--- src/shared/eeprom_ctl_pkg.sv ---
// constants and types for the eeprom program/erase control block
// What this block does
// - 256-byte array at window 0x0400..0x04ff, read like rom, byte programmable.
// - erased byte reads 0xff; programmed bits read zero.
// - oscillator select bit picks rc timing; reset clears it; read/write.
// - two-bit erase mode: none, byte, block, whole array (skipped when latched address bits 1:0 are zero); reset clears.
// - block erase clears the whole 128-byte half holding the latched address.
// - latch enable low forces erase mode and power enable to zero.
// - latch enable set and power off: array write captures address and data.
// - power enable only sets when latch enable already set; always readable.
// - power enable applies charge pump; clearing removes it; software times pulse.
// - any reset clears latch enable and power enable.
// - reset copies stored protect bit into working protect latch, stored bits untouched.
// - protect bit zero blocks erase/program of upper block; lower never protected.
// - protect erased to one keeps upper block protected until next reset.
// - protect bit programmed to zero only while latch enable set.
// - array reads while latch enable set return all ones.
// - program: latch, write, power, clear latch; accesses read all ones meanwhile.
// - another byte programs only after latch enable cleared and set again.
package eeprom_ctl_pkg;
    localparam int ARRAY_BYTES = 256;
    localparam logic [15:0] ARRAY_BASE = 16'h0400;
    localparam logic [15:0] ARRAY_LAST = 16'h04ff;
    localparam logic [7:0] ERASED_BYTE = 8'hff;
    // axi byte addresses of the control window
    localparam logic [11:0] CTRL_OFFSET = 12'h000;
    localparam logic [11:0] OPTS_OFFSET = 12'h004;
    localparam logic [11:0] ARRAY_OFFSET = 12'h400;
    localparam logic [11:0] ARRAY_END = 12'h7fc;
    // control, options and address bit positions
    localparam int POWER_BIT = 0;
    localparam int LATCH_BIT = 1;
    localparam int MODE_LO_BIT = 2;
    localparam int MODE_HI_BIT = 3;
    localparam int OSC_BIT = 7;
    localparam int PROTECT_BIT = 0;
    localparam int UPPER_BIT = 7;
    localparam logic [7:0] OPTS_ERASED = 8'hff;
    localparam logic [1:0] AXI_OKAY = 2'b00;
    localparam logic [1:0] AXI_SLVERR = 2'b10;
    typedef enum logic [1:0] {
        ERASE_NONE = 2'b00,
        ERASE_BYTE = 2'b01,
        ERASE_BLOCK = 2'b10,
        ERASE_ALL = 2'b11
    } erase_mode_t;
    typedef struct packed {
        logic rc_osc_select;
        logic [2:0] spare;
        erase_mode_t erase_mode;
        logic latch_enable;
        logic program_power_enable;
    } ctrl_t;
    typedef struct packed {
        logic [7:0] addr;
        logic [7:0] data;
    } capture_t;
endpackage

--- src/eeprom_program_erase_control.sv ---
// eeprom program/erase sequencer with axi4-lite register and array window
//
// Our own choices: the placing of the registers and the AXI4-Lite interface to the registers.
`timescale 1ns/1ps
`default_nettype none
module eeprom_program_erase_control (
    input wire logic clk_sys_in,
    input wire logic reset_n_in,
    input wire logic s_axi_awvalid_in,
    output logic s_axi_awready_out,
    input wire logic [11:0] s_axi_awaddr_in,
    input wire logic s_axi_wvalid_in,
    output logic s_axi_wready_out,
    input wire logic [31:0] s_axi_wdata_in,
    input wire logic [3:0] s_axi_wstrb_in,
    output logic s_axi_bvalid_out,
    input wire logic s_axi_bready_in,
    output logic [1:0] s_axi_bresp_out,
    input wire logic s_axi_arvalid_in,
    output logic s_axi_arready_out,
    input wire logic [11:0] s_axi_araddr_in,
    output logic s_axi_rvalid_out,
    input wire logic s_axi_rready_in,
    output logic [31:0] s_axi_rdata_out,
    output logic [1:0] s_axi_rresp_out,
    output logic charge_pump_on_out,
    output logic rc_clock_select_out
);
    eeprom_ctl_pkg::ctrl_t ctrl_r;
    eeprom_ctl_pkg::capture_t cap_r;
    logic cap_valid_r;
    logic armed_r;
    logic [7:0] mem_r [0:eeprom_ctl_pkg::ARRAY_BYTES-1];
    // erased state of a fresh part; deliberately outside every reset
    logic [7:0] opts_store_r = eeprom_ctl_pkg::OPTS_ERASED;
    logic protect_latch_r;
    logic opts_loaded_r;
    logic power_q_r;
    logic opts_cap_r;
    logic [11:0] awaddr_r;
    logic aw_held_r;
    logic [31:0] wdata_r;
    logic [3:0] wstrb_r;
    logic w_held_r;
    logic bvalid_r;
    logic [1:0] bresp_r;
    logic rvalid_r;
    logic [31:0] rdata_r;
    logic [1:0] rresp_r;

    // write channel capture; address and data may come in either order
    wire aw_take = s_axi_awvalid_in && !aw_held_r && !bvalid_r;
    wire w_take = s_axi_wvalid_in && !w_held_r && !bvalid_r;
    wire [11:0] wa = aw_held_r ? awaddr_r : s_axi_awaddr_in;
    wire [31:0] wd = w_held_r ? wdata_r : s_axi_wdata_in;
    wire [3:0] ws = w_held_r ? wstrb_r : s_axi_wstrb_in;
    wire wr_fire = (aw_held_r || aw_take) && (w_held_r || w_take);
    wire wr_lane0 = ws[0];
    wire wr_ctrl = wr_fire && (wa == eeprom_ctl_pkg::CTRL_OFFSET);
    wire wr_opts = wr_fire && (wa == eeprom_ctl_pkg::OPTS_OFFSET);
    wire wr_in_array = (wa >= eeprom_ctl_pkg::ARRAY_OFFSET) && (wa <= eeprom_ctl_pkg::ARRAY_END);
    wire wr_array = wr_fire && wr_in_array;
    wire wr_ok = (wa == eeprom_ctl_pkg::CTRL_OFFSET) || (wa == eeprom_ctl_pkg::OPTS_OFFSET)
                 || wr_in_array;
    wire [7:0] wr_index = wa[9:2];
    wire [7:0] wbyte = wd[7:0];

    // control register next value
    wire new_latch = wbyte[eeprom_ctl_pkg::LATCH_BIT];
    // power only sets on top of an already-set latch
    wire new_power = wbyte[eeprom_ctl_pkg::POWER_BIT] && ctrl_r.latch_enable && new_latch;
    eeprom_ctl_pkg::ctrl_t ctrl_nxt;
    always_comb begin
        ctrl_nxt = ctrl_r;
        if (wr_ctrl && wr_lane0) begin
            ctrl_nxt.rc_osc_select = wbyte[eeprom_ctl_pkg::OSC_BIT];
            ctrl_nxt.latch_enable = new_latch;
            ctrl_nxt.program_power_enable = new_power;
            ctrl_nxt.erase_mode = eeprom_ctl_pkg::erase_mode_t'(
                wbyte[eeprom_ctl_pkg::MODE_HI_BIT:eeprom_ctl_pkg::MODE_LO_BIT]);
        end
        ctrl_nxt.spare = 3'h0;
        if (!ctrl_nxt.latch_enable) begin
            ctrl_nxt.erase_mode = eeprom_ctl_pkg::ERASE_NONE;
            ctrl_nxt.program_power_enable = 1'b0;
        end
    end

    // capture only while latched with power off
    wire capture_now = wr_array && wr_lane0 && ctrl_r.latch_enable
                       && !ctrl_r.program_power_enable && armed_r;
    wire latch_fall = ctrl_r.latch_enable && !ctrl_nxt.latch_enable;
    wire power_rise = ctrl_r.program_power_enable && !power_q_r;

    // target protection uses the working latch only
    wire upper_target = cap_r.addr[eeprom_ctl_pkg::UPPER_BIT];
    wire blocked = upper_target && !protect_latch_r;
    wire do_op = power_rise && cap_valid_r;
    // cell views for the checks; the twin sits at the same offset in the other half
    wire [7:0] cell_now = mem_r[cap_r.addr];
    wire [7:0] twin_index = {!upper_target, cap_r.addr[eeprom_ctl_pkg::UPPER_BIT-1:0]};
    wire [7:0] cell_twin = mem_r[twin_index];
    wire [7:0] prog_expect = cell_now & cap_r.data;
    wire stored_protect = opts_store_r[eeprom_ctl_pkg::PROTECT_BIT];
    wire prog_mode = (ctrl_r.erase_mode == eeprom_ctl_pkg::ERASE_NONE);
    wire block_mode = (ctrl_r.erase_mode == eeprom_ctl_pkg::ERASE_BLOCK);
    wire bulk_skip = (ctrl_r.erase_mode == eeprom_ctl_pkg::ERASE_ALL)
                     && (cap_r.addr[1:0] == 2'b00);

    genvar gi;
    generate
        for (gi = 0; gi < eeprom_ctl_pkg::ARRAY_BYTES; gi++) begin : g_cell
            localparam logic [7:0] IDX = 8'(gi);
            wire upper_cell = IDX[eeprom_ctl_pkg::UPPER_BIT];
            wire cell_prot = upper_cell && !protect_latch_r;
            wire hit_byte = (cap_r.addr == IDX);
            wire hit_block = (upper_cell == upper_target);
            wire bulk_ok = (cap_r.addr[1:0] != 2'b00);
            wire erase_hit =
                (ctrl_r.erase_mode == eeprom_ctl_pkg::ERASE_BYTE && hit_byte) ||
                (ctrl_r.erase_mode == eeprom_ctl_pkg::ERASE_BLOCK && hit_block) ||
                (ctrl_r.erase_mode == eeprom_ctl_pkg::ERASE_ALL && bulk_ok);
            wire prog_hit = (ctrl_r.erase_mode == eeprom_ctl_pkg::ERASE_NONE) && hit_byte;
            always_ff @(posedge clk_sys_in) begin
                if (do_op && !cell_prot && erase_hit) begin
                    mem_r[gi] <= eeprom_ctl_pkg::ERASED_BYTE;
                end else if (do_op && !cell_prot && prog_hit) begin
                    mem_r[gi] <= mem_r[gi] & cap_r.data;
                end
            end
        end
    endgenerate

    // options store lives in the array technology; reset leaves it alone
    wire opt_pgm = wr_opts && wr_lane0 && ctrl_r.latch_enable;
    always_ff @(posedge clk_sys_in) begin
        if (opt_pgm) begin
            opts_store_r <= wbyte;
        end
    end

    always_ff @(posedge clk_sys_in or negedge reset_n_in) begin
        if (!reset_n_in) begin
            opts_cap_r <= 1'b0;
        end else begin
            opts_cap_r <= 1'b1;
        end
    end

    // working latch reloads once after each reset release
    always_ff @(posedge clk_sys_in or negedge reset_n_in) begin
        if (!reset_n_in) begin
            protect_latch_r <= 1'b0;
            opts_loaded_r <= 1'b0;
        end else if (!opts_loaded_r) begin
            protect_latch_r <= opts_store_r[eeprom_ctl_pkg::PROTECT_BIT];
            opts_loaded_r <= 1'b1;
        end else if (opt_pgm && !wbyte[eeprom_ctl_pkg::PROTECT_BIT]) begin
            protect_latch_r <= 1'b0;
        end
    end

    always_ff @(posedge clk_sys_in or negedge reset_n_in) begin
        if (!reset_n_in) begin
            ctrl_r <= '0;
            power_q_r <= 1'b0;
        end else begin
            ctrl_r <= ctrl_nxt;
            power_q_r <= ctrl_r.program_power_enable;
        end
    end

    // one operation per latch session; re-arm on latch clear
    always_ff @(posedge clk_sys_in or negedge reset_n_in) begin
        if (!reset_n_in) begin
            cap_r <= '0;
            cap_valid_r <= 1'b0;
            armed_r <= 1'b1;
        end else if (latch_fall || !ctrl_r.latch_enable) begin
            cap_valid_r <= 1'b0;
            armed_r <= 1'b1;
        end else if (capture_now) begin
            cap_r.addr <= wr_index;
            cap_r.data <= wbyte;
            cap_valid_r <= 1'b1;
        end else if (do_op) begin
            cap_valid_r <= 1'b0;
            armed_r <= 1'b0;
        end
    end

    // axi write side
    always_ff @(posedge clk_sys_in or negedge reset_n_in) begin
        if (!reset_n_in) begin
            aw_held_r <= 1'b0;
            w_held_r <= 1'b0;
            awaddr_r <= '0;
            wdata_r <= '0;
            wstrb_r <= '0;
            bvalid_r <= 1'b0;
            bresp_r <= eeprom_ctl_pkg::AXI_OKAY;
        end else begin
            if (wr_fire) begin
                aw_held_r <= 1'b0;
                w_held_r <= 1'b0;
                bvalid_r <= 1'b1;
                bresp_r <= wr_ok ? eeprom_ctl_pkg::AXI_OKAY : eeprom_ctl_pkg::AXI_SLVERR;
            end else begin
                if (aw_take) begin
                    aw_held_r <= 1'b1;
                    awaddr_r <= s_axi_awaddr_in;
                end
                if (w_take) begin
                    w_held_r <= 1'b1;
                    wdata_r <= s_axi_wdata_in;
                    wstrb_r <= s_axi_wstrb_in;
                end
                if (bvalid_r && s_axi_bready_in) begin
                    bvalid_r <= 1'b0;
                end
            end
        end
    end

    // axi read side
    wire ar_take = s_axi_arvalid_in && !rvalid_r;
    wire [11:0] ra = s_axi_araddr_in;
    wire rd_in_array = (ra >= eeprom_ctl_pkg::ARRAY_OFFSET) && (ra <= eeprom_ctl_pkg::ARRAY_END);
    wire [7:0] rd_index = ra[9:2];
    // raw cell behind the read, for the read check
    wire [7:0] rd_cell = mem_r[rd_index];
    // latched or powered array hides contents
    wire [7:0] array_byte = ctrl_r.latch_enable ? eeprom_ctl_pkg::ERASED_BYTE
                                                : mem_r[rd_index];
    wire rd_ctrl = (ra == eeprom_ctl_pkg::CTRL_OFFSET);
    wire rd_opts = (ra == eeprom_ctl_pkg::OPTS_OFFSET);
    wire rd_ok = rd_ctrl || rd_opts || rd_in_array;
    wire [7:0] rd_byte = rd_ctrl ? ctrl_r : rd_opts ? opts_store_r
                         : rd_in_array ? array_byte : 8'h00;
    always_ff @(posedge clk_sys_in or negedge reset_n_in) begin
        if (!reset_n_in) begin
            rvalid_r <= 1'b0;
            rdata_r <= '0;
            rresp_r <= eeprom_ctl_pkg::AXI_OKAY;
        end else if (ar_take) begin
            rvalid_r <= 1'b1;
            rdata_r <= {24'h000000, rd_byte};
            rresp_r <= rd_ok ? eeprom_ctl_pkg::AXI_OKAY : eeprom_ctl_pkg::AXI_SLVERR;
        end else if (rvalid_r && s_axi_rready_in) begin
            rvalid_r <= 1'b0;
        end
    end

    assign s_axi_awready_out = !aw_held_r && !bvalid_r;
    assign s_axi_wready_out = !w_held_r && !bvalid_r;
    assign s_axi_bvalid_out = bvalid_r;
    assign s_axi_bresp_out = bresp_r;
    assign s_axi_arready_out = !rvalid_r;
    assign s_axi_rvalid_out = rvalid_r;
    assign s_axi_rdata_out = rdata_r;
    assign s_axi_rresp_out = rresp_r;
    assign charge_pump_on_out = ctrl_r.program_power_enable;
    assign rc_clock_select_out = ctrl_r.rc_osc_select;
endmodule
`default_nettype wire

--- config.mk ---
export PLATFORM = sky130hd
export DESIGN_NAME = eeprom_program_erase_control
export DESIGN_NICKNAME = d
export VERILOG_FILES = /design/src/shared/eeprom_ctl_pkg.sv /design/src/eeprom_program_erase_control.sv
export SDC_FILE = /design/constraint.sdc
export NUM_CORES = 2
export LEC_CHECK = 0
export BUFFER_PORTS_ARGS = -buffer_cell sky130_fd_sc_hd__clkbuf_2
export CAP_MARGIN = 20
export CORE_MARGIN = 1.5
export CORE_UTILIZATION = 35
export DETAILED_ROUTE_END_ITERATION = 16
export PLACE_DENSITY = 0.48
export SLEW_MARGIN = 10
export SYNTH_ARGS = -nofsm -noshare
export SYNTH_HDL_FRONTEND = slang
export SYNTH_SLANG_ARGS = --single-unit
--- constraint.sdc ---
create_clock -name clk_sys_in -period 2.9 [get_ports clk_sys_in]
set_input_delay 0.29 -clock clk_sys_in [delete_from_list [all_inputs] [get_ports clk_sys_in]]
set_output_delay 0.29 -clock clk_sys_in [all_outputs]
set_load 0.005 [all_outputs]
==> results.txt <==
The count of port buffers added during placement is 56. For this run, design rule violations remaining after detail routing come to 0. After synthesis, flip-flops and latches occupy 61.44% of the total area. The detail-routed net length per standard cell is 28.48 um. The flop and latch count out of synthesis came out at 2117. The maximum operating frequency came out at 331.5 MHz.

The tree is rooted in a sky130_fd_sc_hd__clkbuf_16. The worst setup path is captured at a flop. The wire length of the first global-routing pass came out at 559300 um.

Entering global routing, the biggest net connects 110 pins. The later-pin clock latency in the skew report is 930 ps. In this run, distinct cell masters in the synthesized netlist total 67.

The number of max-capacitance violations reported came out at 0. For this design, the sink count on the clock tree is 2117. The placed cell area came out at 116800 sq um. IR analysis of the VDD net gives a maximum drop of 0.0006111 V. The area of the placeable core is 291800 sq um. The number of failing hold endpoints at the final stage is 0. The number of inserted filler cells in the final layout is 27580. Among all flip-flop cells after synthesis, the most frequent one is sky130_fd_sc_hd__edfxtp_1. The maximum fanout along the worst path came out at 7. Setup violations remaining at the end of the flow were counted as 1.

The clock network is responsible for 44.9% of the overall power. The final estimated routing congestion in global placement came out at 0.9156. The number of core rows is 198. The count of H-tree levels built during CTS is 4. The analysis attributes to cell leakage a power of 44.09 nW. The instance count of the mapped netlist is 8691.

The starting density of the core came out at 35.28%. The biggest area contributor in the post-synthesis netlist is sky130_fd_sc_hd__edfxtp_1. The via count is 77330.

In this run the critical register-to-register path is captured at s_axi_rdata_out[6]. The Yosys step of the flow raised 0 warnings. After synthesis, the cell types taking the most area are sky130_fd_sc_hd__edfxtp_1, sky130_fd_sc_hd__nand2_1, sky130_fd_sc_hd__mux4_2. The switching portion of total power came out at 22.59%. The minimum period implied by the final worst setup slack is 3016 ps. The detail route stage leaves a number of antenna-violating nets equal to 0. In the global route stage, overall resource usage came out at 25.69%.

The share of flip-flops with an asynchronous set or reset came out at 2.881%. The via count of the first global-routing pass is 74830. The worst setup path is launched from an input port.

Ranked by instance count, the synthesized netlist is headed by sky130_fd_sc_hd__nand2_1, sky130_fd_sc_hd__edfxtp_1, sky130_fd_sc_hd__a21o_1. The net total in the final layout came out at 9692. Counting flops with a built-in enable in the synthesized netlist gives 2056. The floorplan step set the die width to 545.4 um. The mean instance size in the synthesized netlist came out at 11.85 sq um.

The total die area came out at 297500 sq um. The data arrival time at the worst-slack endpoint is 3840 ps. The proportion of layout cells with a drive suffix above 1 is 22.65%. The share of total power dissipated in sequential elements is 50.2%.

The flop-to-flop setup slack came out at 40 ps. The number of DRC markers in iteration 0 came out at 9290. After clock tree synthesis, the clock-pin slew on the worst setup and hold paths is 60 ps.

The proportion of power drawn by combinational gates came out at 4.9%. The total overflow left after global routing is 0. The area added between synthesis and finish is 21.13%. The final cycle utilization of the critical path is 104.0%. The die height came out at 545.4 um. The class of the tightest hold or removal check is in2async. The cell area after synthesis came out at 103000 sq um. TritonCTS built the clock tree.

The number of top-level pins came out at 110. Setup repair after global routing left no endpoint under its margin. The startpoint identified for the worst register-to-register timing path is mem_r[232][6]. On the final layout, the worst hold slack is 22.34 ps. The worst max-slew margin expressed relative to the limit is 26.24%. The maximum count of clock buffers along a single path is 4.

The power dissipated by switching net loads is 15.05 mW. The clock skew came out at 93.35 ps. The area share of the largest cell type after synthesis came out at 59.96%.

The final instance area came out at 124700 sq um. The most common cell in the synthesized netlist is sky130_fd_sc_hd__nand2_1. The number of antenna violations at the first check in global routing came out at 18. The total power density per cell area is 534.1 nW/um^2. The routed wire length came out at 391000 um.

The count of cells along the worst register-to-register path is 7. The run finished, with violations left. At the worst endpoint, the required time is 3730 ps. The internal portion of the total power is 51.57 mW.

The least setup slack across all paths after layout is -116.3 ps. At the pin with the least slew margin, the transition time is 1100 ps. The checks that failed: negative setup slack. The half-perimeter wire length after detailed placement came out at 271400 um. By startpoint and endpoint, the worst setup path is classified as in2reg.

The number of vias per cell after detailed routing is 5.632. The number of buffers created by CTS came out at 238. The number of detailed-route iterations in the first pass is 6. The max-slew violation total from the final report came out at 0.
[worst max path at each step]
stage	from	slack [ps]	end
after floorplan	charge_pump_on_out	40	mem_r[235][0]
after global placement	s_axi_araddr_in[7]	-1650	s_axi_rdata_out[5]
after detailed placement	s_axi_araddr_in[7]	-1570	s_axi_rdata_out[5]
after CTS	mem_r[136][7]	5	s_axi_rdata_out[7]
after global routing	cap_r[8]	1	mem_r[29][3]
final	s_axi_araddr_in[7]	-120	s_axi_rdata_out[5]
[what timing repair did]
| item | CTS | global route |
|---|---|---|
| resized for setup | 10 | 15 |
| pin swaps | 0 | 4 |
| hold buffers | 31 | 0 |
| setup endpoints to repair | 30 | 83 |
| setup buffers | 0 | 1 |
| hold endpoints to repair | 91 | 0 |
| gates cloned | 0 | 0 |
[critical path, cell delays in order]
cell and delay [ps]:
sky130_fd_sc_hd__clkbuf_2 290, sky130_fd_sc_hd__buf_4 250, sky130_fd_sc_hd__nand2_1 780, sky130_fd_sc_hd__nor4_1 250, sky130_fd_sc_hd__nor3b_2 550, sky130_fd_sc_hd__nor2b_2 600
sky130_fd_sc_hd__nand4_1 520, sky130_fd_sc_hd__o211ai_1 260
[kinds of logic after synthesis]
kind of cell           share of synthesized area, %
AOI/OAI and AO/OA                             8.740
muxes                                         12.49
other                                      0.007293
DFF                                           61.44
buffers and inverters                         2.874
and+or+nand+nor                               14.45
[sequential cells by signal, summed over array words and instances (netlist names), 3 cells and up]
signal	flops
mem_r	2048
cap_r	16
opts_store_r	8
s_axi_rdata_out	8
ctrl_r	3
awaddr_r	12
wdata_r	8
[layer usage]
layer / part of all wire (%) / global-route usage (%) / up-vias
li1: - / - / 33360
met1: 42 / 36.19 / 39530
met2: 45 / 40.03 / 3744
met3: 8.5 / 4.130 / 681
met4: 4.1 / 9.245 / 8
met5: 0.011 / 0 / -
[power by group through the flow]
| stage | clock network, mW | registers (mW) | logic (mW) |
|---|---|---|---|
| floorplan | 0 | 34.0 | 1.57 |
| global route | 31.5 | 33.5 | 3.34 |
| CTS | 30.4 | 33.4 | 3.20 |
| detailed placement | 0 | 34.1 | 3.14 |
| global placement | 0 | 34.1 | 3.12 |
| finish | 29.9 | 33.4 | 3.25 |
[through the flow]
step           util, %  total power, mW  worst slack (ps)  setup TNS [ps]  instances
5_1_grt          42.73            68.25             1.389               0      13720
6_report         42.74            66.62            -116.3          -116.3      13730
3_3_place_gp     40.01            37.19             -1652           -9256      13250
3_5_place_dp     40.01            37.22             -1567           -8339      13250
2_1_floorplan        -            35.55             39.83               0       8716
4_1_cts          42.70            67.06             5.409               0      13710
[area by class of cell]
cell class,count,area [sq um],area share [%]
sequential,2117,63300,50.74
multi-input combinational,5948,37130,29.76
timing repair buffer,1305,11840,9.492
clock buffer,281,6137,4.920
tap,3900,4880,3.912
clock inverter,147,1356,1.087
inverter,15,60.06,0.04815
antenna,16,40.04,0.03210
[cells in the final DEF (no fill, tap or decap), types with 20 or more instances in the layout]
master,count
sky130_fd_sc_hd__a211oi_1,24
sky130_fd_sc_hd__a21o_1,515
sky130_fd_sc_hd__a21oi_1,188
sky130_fd_sc_hd__a221oi_1,23
sky130_fd_sc_hd__a22oi_1,78
sky130_fd_sc_hd__buf_12,165
sky130_fd_sc_hd__buf_4,1053
sky130_fd_sc_hd__bufinv_16,22
sky130_fd_sc_hd__clkbuf_1,41
sky130_fd_sc_hd__clkbuf_16,238
sky130_fd_sc_hd__clkbuf_2,50
sky130_fd_sc_hd__clkinv_1,62
sky130_fd_sc_hd__clkinv_2,46
sky130_fd_sc_hd__conb_1,27
sky130_fd_sc_hd__dfrtp_1,52
sky130_fd_sc_hd__dlygate4sd3_1,31
sky130_fd_sc_hd__edfxtp_1,2056
sky130_fd_sc_hd__mux2_2,66
sky130_fd_sc_hd__mux2i_1,153
sky130_fd_sc_hd__mux4_2,470
sky130_fd_sc_hd__nand2_1,3272
sky130_fd_sc_hd__nand3_1,34
sky130_fd_sc_hd__nor2_1,366
sky130_fd_sc_hd__nor2_2,20
sky130_fd_sc_hd__nor3_1,23
sky130_fd_sc_hd__o21ai_0,350
sky130_fd_sc_hd__o22ai_1,99
Note: power is estimated with default switching activity, not from simulation.
